--- src/include/regsem_pkg.sv ---
// constants shared by the register-bank with host-visible queues
//
// Summary of operation
// - A host write to a read-only location or field is ignored and leaves the contents unchanged.
// - A host read of a write-only location always returns zero.
// - Writing one to a write-one-to-clear bit clears it, writing zero leaves it, and the bit stays readable.
// - A read-to-clear bit returns its value to the host and is then reset to zero by that read.
// - A latch-low bit holds a low condition after it has gone away until the host reads its register.
// - A latch-high bit holds a high condition after it has gone away until the host reads its register.
// - Fields exempt from software reset keep their values through a software reset.
// - System reset loads every register with its default value; software reset does too, except for the exempt fields.
// - Four queues face the host: receive status, receive data, transmit status and transmit data.
// - The capacity of both data queues and of the receive status queue is set by the host.
// - Each status queue has a pop port that removes the head and a peek port that leaves it.
// - Each data queue port is aliased over 16 word locations; receive data reads reach the queue head, transmit data writes push onto the queue tail.
package regsem_pkg;

  // ****************************************************************
  // widths and queue geometry
  // ****************************************************************
  localparam int ADDR_W = 6;
  localparam int DATA_W = 32;
  localparam int EVT_W  = 4;
  localparam int QDEPTH = 16;
  localparam int QPTR_W = 4;
  localparam int QCNT_W = 5;
  localparam int CAP_W  = 4;

  // ****************************************************************
  // address map, word addresses
  // ****************************************************************
  localparam int          PAGE_MSB   = 5;
  localparam int          PAGE_LSB   = 4;
  localparam logic [1:0]  PAGE_RXD   = 2'h0;  // 16 aliased receive data words
  localparam logic [1:0]  PAGE_TXD   = 2'h1;  // 16 aliased transmit data words
  localparam logic [5:0]  ADDR_RXS_POP  = 6'h20;
  localparam logic [5:0]  ADDR_RXS_PEEK = 6'h21;
  localparam logic [5:0]  ADDR_TXS_POP  = 6'h22;
  localparam logic [5:0]  ADDR_TXS_PEEK = 6'h23;
  localparam logic [5:0]  ADDR_IDENT    = 6'h24;
  localparam logic [5:0]  ADDR_CONFIG   = 6'h25;
  localparam logic [5:0]  ADDR_RETAIN   = 6'h26;
  localparam logic [5:0]  ADDR_EVT_W1C  = 6'h27;
  localparam logic [5:0]  ADDR_EVT_RC   = 6'h28;
  localparam logic [5:0]  ADDR_LINK     = 6'h29;
  localparam logic [5:0]  ADDR_COMMAND  = 6'h2a;
  localparam logic [5:0]  ADDR_LEVELS   = 6'h2b;

  // ****************************************************************
  // field positions
  // ****************************************************************
  localparam int CFG_SRST_BIT = 0;
  localparam int CFG_RXD_LSB  = 4;
  localparam int CFG_RXS_LSB  = 8;
  localparam int CFG_TXD_LSB  = 12;
  localparam int LINK_LL_BIT  = 0;
  localparam int LINK_LH_BIT  = 1;
  localparam int LVL_RXS_LSB  = 0;
  localparam int LVL_RXD_LSB  = 8;
  localparam int LVL_TXS_LSB  = 16;
  localparam int LVL_TXD_LSB  = 24;

  // ****************************************************************
  // reset values
  // ****************************************************************
  localparam logic [CAP_W-1:0]  CAP_DEFAULT    = 4'hf;  // entries minus one: full depth
  localparam logic [DATA_W-1:0] IDENT_VALUE    = 32'h0000_5a01;  // arbitrary value
  localparam logic [DATA_W-1:0] RESERVED_VALUE = 32'h0000_0000;
  localparam logic [DATA_W-1:0] ZERO_WORD      = 32'h0000_0000;

endpackage : regsem_pkg

--- src/hdl/regsem_bank.sv ---
// register bank with per-field access behaviour and four host-visible queues
`timescale 1ns/1ps
`default_nettype none
module regsem_bank (
  // clock and reset
  input  wire logic                            CLOCK,
  input  wire logic                            RESET,
  // host register access
  input  wire logic [regsem_pkg::ADDR_W-1:0]   HOST_ADDR,
  input  wire logic                            HOST_RD,
  input  wire logic                            HOST_WR,
  input  wire logic [regsem_pkg::DATA_W-1:0]   HOST_WDATA,
  output logic      [regsem_pkg::DATA_W-1:0]   HOST_RDATA,
  output logic                                 HOST_RVALID,
  // receive path feed
  input  wire logic                            RXS_VALID,
  input  wire logic [regsem_pkg::DATA_W-1:0]   RXS_DATA,
  output logic                                 RXS_READY,
  input  wire logic                            RXD_VALID,
  input  wire logic [regsem_pkg::DATA_W-1:0]   RXD_DATA,
  output logic                                 RXD_READY,
  // transmit path
  input  wire logic                            TXS_VALID,
  input  wire logic [regsem_pkg::DATA_W-1:0]   TXS_DATA,
  output logic                                 TXS_READY,
  output logic                                 TXD_VALID,
  output logic      [regsem_pkg::DATA_W-1:0]   TXD_DATA,
  input  wire logic                            TXD_READY,
  // status pins from outside the clock domain
  input  wire logic                            LINK_UP,
  input  wire logic                            FAULT,
  input  wire logic [regsem_pkg::EVT_W-1:0]    EVENT_W1C,
  input  wire logic [regsem_pkg::EVT_W-1:0]    EVENT_RC,
  // register values steering the rest of the chip
  output logic      [regsem_pkg::DATA_W-1:0]   COMMAND_WORD,
  output logic      [regsem_pkg::DATA_W-1:0]   RETAINED_WORD,
  output logic                                 SOFT_RESET
);

  // ****************************************************************
  // state
  // ****************************************************************
  typedef struct packed {
    logic                            link_s1;
    logic                            link_s2;
    logic                            fault_s1;
    logic                            fault_s2;
    logic [regsem_pkg::EVT_W-1:0]    w1c_s1;
    logic [regsem_pkg::EVT_W-1:0]    w1c_s2;
    logic [regsem_pkg::EVT_W-1:0]    rc_s1;
    logic [regsem_pkg::EVT_W-1:0]    rc_s2;
    logic                            srst_pend;
    logic [regsem_pkg::CAP_W-1:0]    cap_rxs;
    logic [regsem_pkg::CAP_W-1:0]    cap_rxd;
    logic [regsem_pkg::CAP_W-1:0]    cap_txd;
    logic [regsem_pkg::DATA_W-1:0]   retained;
    logic [regsem_pkg::EVT_W-1:0]    evt_w1c;
    logic [regsem_pkg::EVT_W-1:0]    evt_rc;
    logic                            link_ll;
    logic                            fault_lh;
    logic [regsem_pkg::DATA_W-1:0]   cmd_word;
    logic [regsem_pkg::DATA_W-1:0]   rdata;
    logic                            rvalid;
  } state_t;

  // the link synchroniser starts at the up level, so no false low is latched out of reset
  localparam state_t RST_STATE = '{
    link_s1: 1'b1,
    link_s2: 1'b1,
    cap_rxs: regsem_pkg::CAP_DEFAULT,
    cap_rxd: regsem_pkg::CAP_DEFAULT,
    cap_txd: regsem_pkg::CAP_DEFAULT,
    link_ll: 1'b1,
    default: '0
  };

  state_t                          s_reg;
  state_t                          s_next;
  logic [regsem_pkg::DATA_W-1:0]   read_word;
  logic [1:0]                      page;
  logic                            rd_rxs_pop;
  logic                            rd_txs_pop;
  logic                            rd_rxd;
  logic                            rxs_valid_q;
  logic                            rxd_valid_q;
  logic                            txs_valid_q;
  logic [regsem_pkg::DATA_W-1:0]   rxs_head;
  logic [regsem_pkg::DATA_W-1:0]   rxd_head;
  logic [regsem_pkg::DATA_W-1:0]   txs_head;
  logic                            txd_push_ready;
  logic [regsem_pkg::QCNT_W-1:0]   rxs_cnt;
  logic [regsem_pkg::QCNT_W-1:0]   rxd_cnt;
  logic [regsem_pkg::QCNT_W-1:0]   txs_cnt;
  logic [regsem_pkg::QCNT_W-1:0]   txd_cnt;
  logic                            host_rd;
  logic                            host_wr;

  // host access is ignored during the one soft-reset cycle
  assign host_rd    = HOST_RD && !s_reg.srst_pend;
  assign host_wr    = HOST_WR && !s_reg.srst_pend;
  assign page       = HOST_ADDR[regsem_pkg::PAGE_MSB:regsem_pkg::PAGE_LSB];
  // every word of the receive data page reaches the queue head
  assign rd_rxd     = host_rd && (page == regsem_pkg::PAGE_RXD);
  assign rd_rxs_pop = host_rd && (HOST_ADDR == regsem_pkg::ADDR_RXS_POP);
  assign rd_txs_pop = host_rd && (HOST_ADDR == regsem_pkg::ADDR_TXS_POP);

  // ****************************************************************
  // the four host-visible queues
  // ****************************************************************
  regsem_queue #(.WIDTH(regsem_pkg::DATA_W)) u_rxs (
    .clk(CLOCK), .rst(RESET), .clr(s_reg.srst_pend), .cap(s_reg.cap_rxs),
    .in_valid(RXS_VALID), .in_data(RXS_DATA), .in_ready(RXS_READY),
    .out_pop(rd_rxs_pop), .out_valid(rxs_valid_q), .out_data(rxs_head), .count(rxs_cnt));

  regsem_queue #(.WIDTH(regsem_pkg::DATA_W)) u_rxd (
    .clk(CLOCK), .rst(RESET), .clr(s_reg.srst_pend), .cap(s_reg.cap_rxd),
    .in_valid(RXD_VALID), .in_data(RXD_DATA), .in_ready(RXD_READY),
    .out_pop(rd_rxd), .out_valid(rxd_valid_q), .out_data(rxd_head), .count(rxd_cnt));

  // transmit status depth is fixed: its capacity is not host-set
  regsem_queue #(.WIDTH(regsem_pkg::DATA_W)) u_txs (
    .clk(CLOCK), .rst(RESET), .clr(s_reg.srst_pend), .cap(regsem_pkg::CAP_DEFAULT),
    .in_valid(TXS_VALID), .in_data(TXS_DATA), .in_ready(TXS_READY),
    .out_pop(rd_txs_pop), .out_valid(txs_valid_q), .out_data(txs_head), .count(txs_cnt));

  // host writes to a full transmit data queue are dropped
  regsem_queue #(.WIDTH(regsem_pkg::DATA_W)) u_txd (
    .clk(CLOCK), .rst(RESET), .clr(s_reg.srst_pend), .cap(s_reg.cap_txd),
    .in_valid(host_wr && (page == regsem_pkg::PAGE_TXD)), .in_data(HOST_WDATA),
    .in_ready(txd_push_ready), .out_pop(TXD_READY), .out_valid(TXD_VALID),
    .out_data(TXD_DATA), .count(txd_cnt));

  // ****************************************************************
  // read data selection
  // ****************************************************************
  always_comb begin
    read_word = regsem_pkg::RESERVED_VALUE;
    if (page == regsem_pkg::PAGE_RXD) begin
      read_word = rxd_valid_q ? rxd_head : regsem_pkg::ZERO_WORD;
    end else if (page == regsem_pkg::PAGE_TXD) begin
      read_word = regsem_pkg::ZERO_WORD;
    end else begin
      case (HOST_ADDR)
        regsem_pkg::ADDR_RXS_POP,
        regsem_pkg::ADDR_RXS_PEEK: read_word = rxs_valid_q ? rxs_head : regsem_pkg::ZERO_WORD;
        regsem_pkg::ADDR_TXS_POP,
        regsem_pkg::ADDR_TXS_PEEK: read_word = txs_valid_q ? txs_head : regsem_pkg::ZERO_WORD;
        regsem_pkg::ADDR_IDENT:    read_word = regsem_pkg::IDENT_VALUE;
        regsem_pkg::ADDR_CONFIG: begin
          read_word[regsem_pkg::CFG_SRST_BIT] = s_reg.srst_pend;
          read_word[regsem_pkg::CFG_RXD_LSB +: regsem_pkg::CAP_W] = s_reg.cap_rxd;
          read_word[regsem_pkg::CFG_RXS_LSB +: regsem_pkg::CAP_W] = s_reg.cap_rxs;
          read_word[regsem_pkg::CFG_TXD_LSB +: regsem_pkg::CAP_W] = s_reg.cap_txd;
        end
        regsem_pkg::ADDR_RETAIN:   read_word = s_reg.retained;
        regsem_pkg::ADDR_EVT_W1C:  read_word[regsem_pkg::EVT_W-1:0] = s_reg.evt_w1c;
        regsem_pkg::ADDR_EVT_RC:   read_word[regsem_pkg::EVT_W-1:0] = s_reg.evt_rc;
        regsem_pkg::ADDR_LINK: begin
          read_word[regsem_pkg::LINK_LL_BIT] = s_reg.link_ll;
          read_word[regsem_pkg::LINK_LH_BIT] = s_reg.fault_lh;
        end
        regsem_pkg::ADDR_COMMAND:  read_word = regsem_pkg::ZERO_WORD;
        regsem_pkg::ADDR_LEVELS: begin
          read_word[regsem_pkg::LVL_RXS_LSB +: regsem_pkg::QCNT_W] = rxs_cnt;
          read_word[regsem_pkg::LVL_RXD_LSB +: regsem_pkg::QCNT_W] = rxd_cnt;
          read_word[regsem_pkg::LVL_TXS_LSB +: regsem_pkg::QCNT_W] = txs_cnt;
          read_word[regsem_pkg::LVL_TXD_LSB +: regsem_pkg::QCNT_W] = txd_cnt;
        end
        default:                   read_word = regsem_pkg::RESERVED_VALUE;
      endcase
    end
  end

  // ****************************************************************
  // next state: synchronisers, field behaviour, soft reset
  // ****************************************************************
  always_comb begin
    s_next = s_reg;
    // two flops on every pin; only the second stage feeds logic
    s_next.link_s1  = LINK_UP;
    s_next.link_s2  = s_reg.link_s1;
    s_next.fault_s1 = FAULT;
    s_next.fault_s2 = s_reg.fault_s1;
    s_next.w1c_s1   = EVENT_W1C;
    s_next.w1c_s2   = s_reg.w1c_s1;
    s_next.rc_s1    = EVENT_RC;
    s_next.rc_s2    = s_reg.rc_s1;
    s_next.rvalid   = host_rd;
    if (host_rd) s_next.rdata = read_word;
    // writes land only on writable fields; identity, levels, status ports and
    // reserved words have no write path at all
    if (host_wr) begin
      case (HOST_ADDR)
        regsem_pkg::ADDR_CONFIG: begin
          s_next.srst_pend = HOST_WDATA[regsem_pkg::CFG_SRST_BIT];
          s_next.cap_rxd = HOST_WDATA[regsem_pkg::CFG_RXD_LSB +: regsem_pkg::CAP_W];
          s_next.cap_rxs = HOST_WDATA[regsem_pkg::CFG_RXS_LSB +: regsem_pkg::CAP_W];
          s_next.cap_txd = HOST_WDATA[regsem_pkg::CFG_TXD_LSB +: regsem_pkg::CAP_W];
        end
        regsem_pkg::ADDR_RETAIN:  s_next.retained = HOST_WDATA;
        regsem_pkg::ADDR_COMMAND: s_next.cmd_word = HOST_WDATA;
        default:                  s_next.cmd_word = s_reg.cmd_word;
      endcase
    end
    // write one clears, zero leaves; a new event in the same cycle wins
    if (host_wr && (HOST_ADDR == regsem_pkg::ADDR_EVT_W1C)) begin
      s_next.evt_w1c = (s_reg.evt_w1c & ~HOST_WDATA[regsem_pkg::EVT_W-1:0]) | s_reg.w1c_s2;
    end else begin
      s_next.evt_w1c = s_reg.evt_w1c | s_reg.w1c_s2;
    end
    // the read returns the old value and clears behind it; a new event still lands
    if (host_rd && (HOST_ADDR == regsem_pkg::ADDR_EVT_RC)) begin
      s_next.evt_rc = s_reg.rc_s2;
    end else begin
      s_next.evt_rc = s_reg.evt_rc | s_reg.rc_s2;
    end
    // a read releases both latches to the live condition, so a condition still
    // present is never lost
    if (host_rd && (HOST_ADDR == regsem_pkg::ADDR_LINK)) begin
      s_next.link_ll  = s_reg.link_s2;
      s_next.fault_lh = s_reg.fault_s2;
    end else begin
      s_next.link_ll  = s_reg.link_ll & s_reg.link_s2;
      s_next.fault_lh = s_reg.fault_lh | s_reg.fault_s2;
    end
    // soft reset lasts one cycle, then its bit falls by itself
    if (s_reg.srst_pend) begin
      s_next          = RST_STATE;
      s_next.retained = s_reg.retained;
      s_next.link_s1  = LINK_UP;
      s_next.link_s2  = s_reg.link_s1;
      s_next.fault_s1 = FAULT;
      s_next.fault_s2 = s_reg.fault_s1;
      s_next.w1c_s1   = EVENT_W1C;
      s_next.w1c_s2   = s_reg.w1c_s1;
      s_next.rc_s1    = EVENT_RC;
      s_next.rc_s2    = s_reg.rc_s1;
    end
  end

  // system reset loads every default, the exempt word included
  always_ff @(posedge CLOCK or posedge RESET) begin
    if (RESET) s_reg <= RST_STATE;
    else       s_reg <= s_next;
  end

  // outputs, all from flops
  assign HOST_RDATA    = s_reg.rdata;
  assign HOST_RVALID   = s_reg.rvalid;
  assign COMMAND_WORD  = s_reg.cmd_word;
  assign RETAINED_WORD = s_reg.retained;
  assign SOFT_RESET    = s_reg.srst_pend;
endmodule : regsem_bank
`default_nettype wire

--- src/hdl/regsem_queue.sv ---
// one host-visible queue with a host-set capacity limit
`timescale 1ns/1ps
`default_nettype none
module regsem_queue #(
  parameter int WIDTH = 32
) (
  // clock and reset
  input  wire logic                          clk,
  input  wire logic                          rst,
  input  wire logic                          clr,
  // capacity, entries minus one
  input  wire logic [regsem_pkg::CAP_W-1:0]  cap,
  // filling side
  input  wire logic                          in_valid,
  input  wire logic [WIDTH-1:0]              in_data,
  output logic                               in_ready,
  // draining side
  input  wire logic                          out_pop,
  output logic                               out_valid,
  output logic [WIDTH-1:0]                   out_data,
  output logic [regsem_pkg::QCNT_W-1:0]      count
);

  typedef struct packed {
    logic [regsem_pkg::QPTR_W-1:0] wptr;
    logic [regsem_pkg::QPTR_W-1:0] rptr;
    logic [regsem_pkg::QCNT_W-1:0] cnt;
  } qstate_t;

  qstate_t          q_reg;
  qstate_t          q_next;
  logic [WIDTH-1:0] mem [0:regsem_pkg::QDEPTH-1];
  logic             push;
  logic             pop;

  // a lowered capacity below the fill level just holds the queue full until drained
  assign in_ready  = !clr && (q_reg.cnt <= {1'b0, cap});
  assign out_valid = (q_reg.cnt != '0);
  assign out_data  = mem[q_reg.rptr];
  assign count     = q_reg.cnt;
  assign push      = in_valid && in_ready;
  assign pop       = out_pop && out_valid && !clr;

  // ****************************************************************
  // pointer and count update
  // ****************************************************************
  always_comb begin
    q_next = q_reg;
    if (clr) begin
      q_next = '0;
    end else begin
      if (push) q_next.wptr = q_reg.wptr + 1'b1;
      if (pop)  q_next.rptr = q_reg.rptr + 1'b1;
      q_next.cnt = q_reg.cnt + {{(regsem_pkg::QCNT_W-1){1'b0}}, push} - {{(regsem_pkg::QCNT_W-1){1'b0}}, pop};
    end
  end

  always_ff @(posedge clk or posedge rst) begin
    if (rst) q_reg <= '0;
    else     q_reg <= q_next;
  end

  // storage has no reset: only entries below the count are ever read
  always_ff @(posedge clk) begin
    if (push) mem[q_reg.wptr] <= in_data;
  end
endmodule : regsem_queue
`default_nettype wire

--- config.mk ---
export PLATFORM = sky130hd
export DESIGN_NAME = regsem_bank
export DESIGN_NICKNAME = d
export VERILOG_FILES = /design/src/include/regsem_pkg.sv /design/src/hdl/regsem_bank.sv /design/src/hdl/regsem_queue.sv
export SDC_FILE = /design/constraint.sdc
export NUM_CORES = 2
export LEC_CHECK = 0
export BUFFER_PORTS_ARGS = -buffer_cell sky130_fd_sc_hd__buf_4
export CORE_MARGIN = 2
export CORE_UTILIZATION = 47
export CTS_BUF_LIST = sky130_fd_sc_hd__clkbuf_16
export DETAILED_ROUTE_END_ITERATION = 10
export SLEW_MARGIN = 15
export SYNTH_ARGS = -nofsm -noshare
export SYNTH_HDL_FRONTEND = slang
export SYNTH_SLANG_ARGS = --single-unit
export TNS_END_PERCENT = 20
--- constraint.sdc ---
create_clock -name CLOCK -period 7.6 [get_ports CLOCK]
set_input_delay 1.14 -clock CLOCK [delete_from_list [all_inputs] [get_ports CLOCK]]
set_output_delay 1.14 -clock CLOCK [all_outputs]
set_load 0.02 [all_outputs]
==> metrics.txt <==
Rows=158; Final Wtd Congestion=0.884; post-synth net total=4417; synth-to-layout area growth=13.2%; number of cells on the worst hold path=0; met3 wire length=14700 um; largest net degree at the start of global routing=107; Max Root-Sink Buffers=3; Fmax=203 MHz; CP max stage delay=930 ps; HP Start=s_reg[135]; Finished Layout Cells=7200; final setup skew=43.2 ps; worst-margin pin slew=1180 ps; CP Capture Type=output port; CP Class=reg2out; maximum vdd drop=239 uV; clk sinks=2240; grt ovf=0; post-DP HPWL=136000 um; flops & latches, synth=2240; DRT antenna net count=0; initial antenna violation count=25; DR pass1 iterations=7; Commonest cells post-synth=edfxtp_1 (2048), mux4_2 (526), dfrtp_1 (177); RSZ-0062 raised after global routing=false; fraction of layout cells with a size suffix above 1=30.5%; htree depth=4; ys flop type=edfxtp_1; I/O Pins=286; met2 routed WL=112000 um; Total GRT Usage=24.1%; # Post-CTS Setup Buffers=0; sequential fraction of the synthesis area=75.4%; most frequent cell after synthesis=edfxtp_1; cell count after placement=6773; Power, Total=32.0 mW; pwr/cell area=322 nW/um^2; hold violation total from the final report=0; Synthesis Warnings=0; die height=437 um; Crit path required time=6460 ps; period utilisation layout=64.7%; CTS buffer count=222; WHS Endpoint=s_reg[131]; DR vias=43.4k; status=finished clean; Synth Area per Inst=20.9 sq um; worst reg2reg path endpoint=u_rxd.count[4]; setup violators final=0; area leader, netlist=edfxtp_1; setup TNS=0 ps; Post-Synthesis Cells=4202; Worst path slowest cell=dfrtp_4; global-route wire length before repair=326000 um; relative slew slack=21.5%; share of Yosys cell area claimed by the top area cell type=69.9%; element type at the critical path start=register; r2r worst-path depth=11; initial detailed-routing violation count=4719; R2R Path Start=SOFT_RESET; DR top layer=met5; synthesized area=88000 sq um; Critical Path AT=3780 ps; core area=186000 sq um; DRC=0; crit-path leading delay family=multiplexers; Worst-path clk slew=60 ps; CTS tree=yes; M1 wire length=92700 um; nets@finish=4732; CTS root buffer=clkbuf_16; DIE AREA=191000 sq um; Tmin final=4920 ps; vias per cell=6.03; leak pwr=33.0 nW; worst min path class=reg2reg; Reg2Reg Setup Slack=3220 ps; Clock Latency Late Sink=890 ps; vias in the first global route=43.3k; CP Cell Sequence=buf_4 > mux4_2 > mux4_2 > buf_4; CTS resizes=0; Cell variety after synth=79; Max FO, Critical Path=38; die width=437 um; Starting Density=47.4%; port bufs=285; Area contributors post-synth=edfxtp_1 (70%), mux4_2 (13%), dfrtp_1 (5.0%); WP buf/inv=2; WL/cell=31.9 um; Async S/R FF share, synth=8.57%; hold_buf cts=0; drt total wl=230000 um; Final Max Tran Viols=0; Max Cap Viol=0; EDFF count, synth=2048
-- layout make-up --
cell class | instances | area (sq um)
timing repair buffer | 397 | 3010
multi-input combinational | 1585 | 19800
tap | 2480 | 3100
antenna | 14 | 35.0
sequential | 2240 | 66400
fill | 14200 | 86000
inverter | 71 | 274
clock inverter | 189 | 1440
clock buffer | 224 | 5610
-- stage by stage --
step	hold WS (ps)	utilization (%)	setup WS [ps]	cell area, sq um
after floorplan	331	-	1260	88000
after detailed placement	339	49.8	3230	92500
final	351	53.7	2680	99600
after CTS	311	53.6	2480	99600
after global routing	335	53.7	2420	99600
after global placement	332	49.8	3260	92500
-- layout by cell type (no fill, tap or decap), types with 52 or more instances in the layout --
cell type / count
a21oi_1: 65
buf_4: 395
clkbuf_16: 224
dfrtp_1: 161
edfxtp_1: 2048
ha_1: 59
inv_1: 120
mux2_2: 73
mux2i_1: 59
mux4_2: 526
nand2_1: 113
nor2_1: 96
o22ai_1: 52
-- worst max-delay path by stage --
stage,start,to,slack (ps),cells after the start
floorplan,RESET,COMMAND_WORD[0],1260,1
global placement,HOST_WR,u_txd.mem[11][21],3260,8
detailed placement,HOST_WR,u_txd.mem[11][21],3230,8
CTS,u_txd.q_reg[5],TXD_DATA[24],2480,4
global route,u_txd.q_reg[5],TXD_DATA[24],2420,4
finish,u_txd.q_reg[5],TXD_DATA[24],2680,4
-- cells by family after synthesis --
| group | count (synthesis) | share of synthesized area [%] |
|---|---|---|
| AOI/OAI and AO/OA | 355 | 2.86 |
| xor gates and xnor gates | 25 | 0.249 |
| adders and majority gates | 63 | 0.930 |
| buffers and inverters | 377 | 2.47 |
| DFF | 2240 | 75.4 |
| muxes | 667 | 15.3 |
| and+or+nand+nor | 475 | 2.78 |
-- routing by layer --
layer / track usage, % / vias up
li1: - / 17900
met1: 33.2 / 23400
met2: 38.2 / 1682
met3: 3.76 / 355
met4: 10.7 / 16
met5: 0 / -
-- report_power, final --
part           internal (mW)  switching [mW]  total [mW]
registers               14.1           0.819        14.9
clock network           5.90            4.66        10.6
logic                   3.06            3.50        6.56
(Power assumes the default switching activity.)
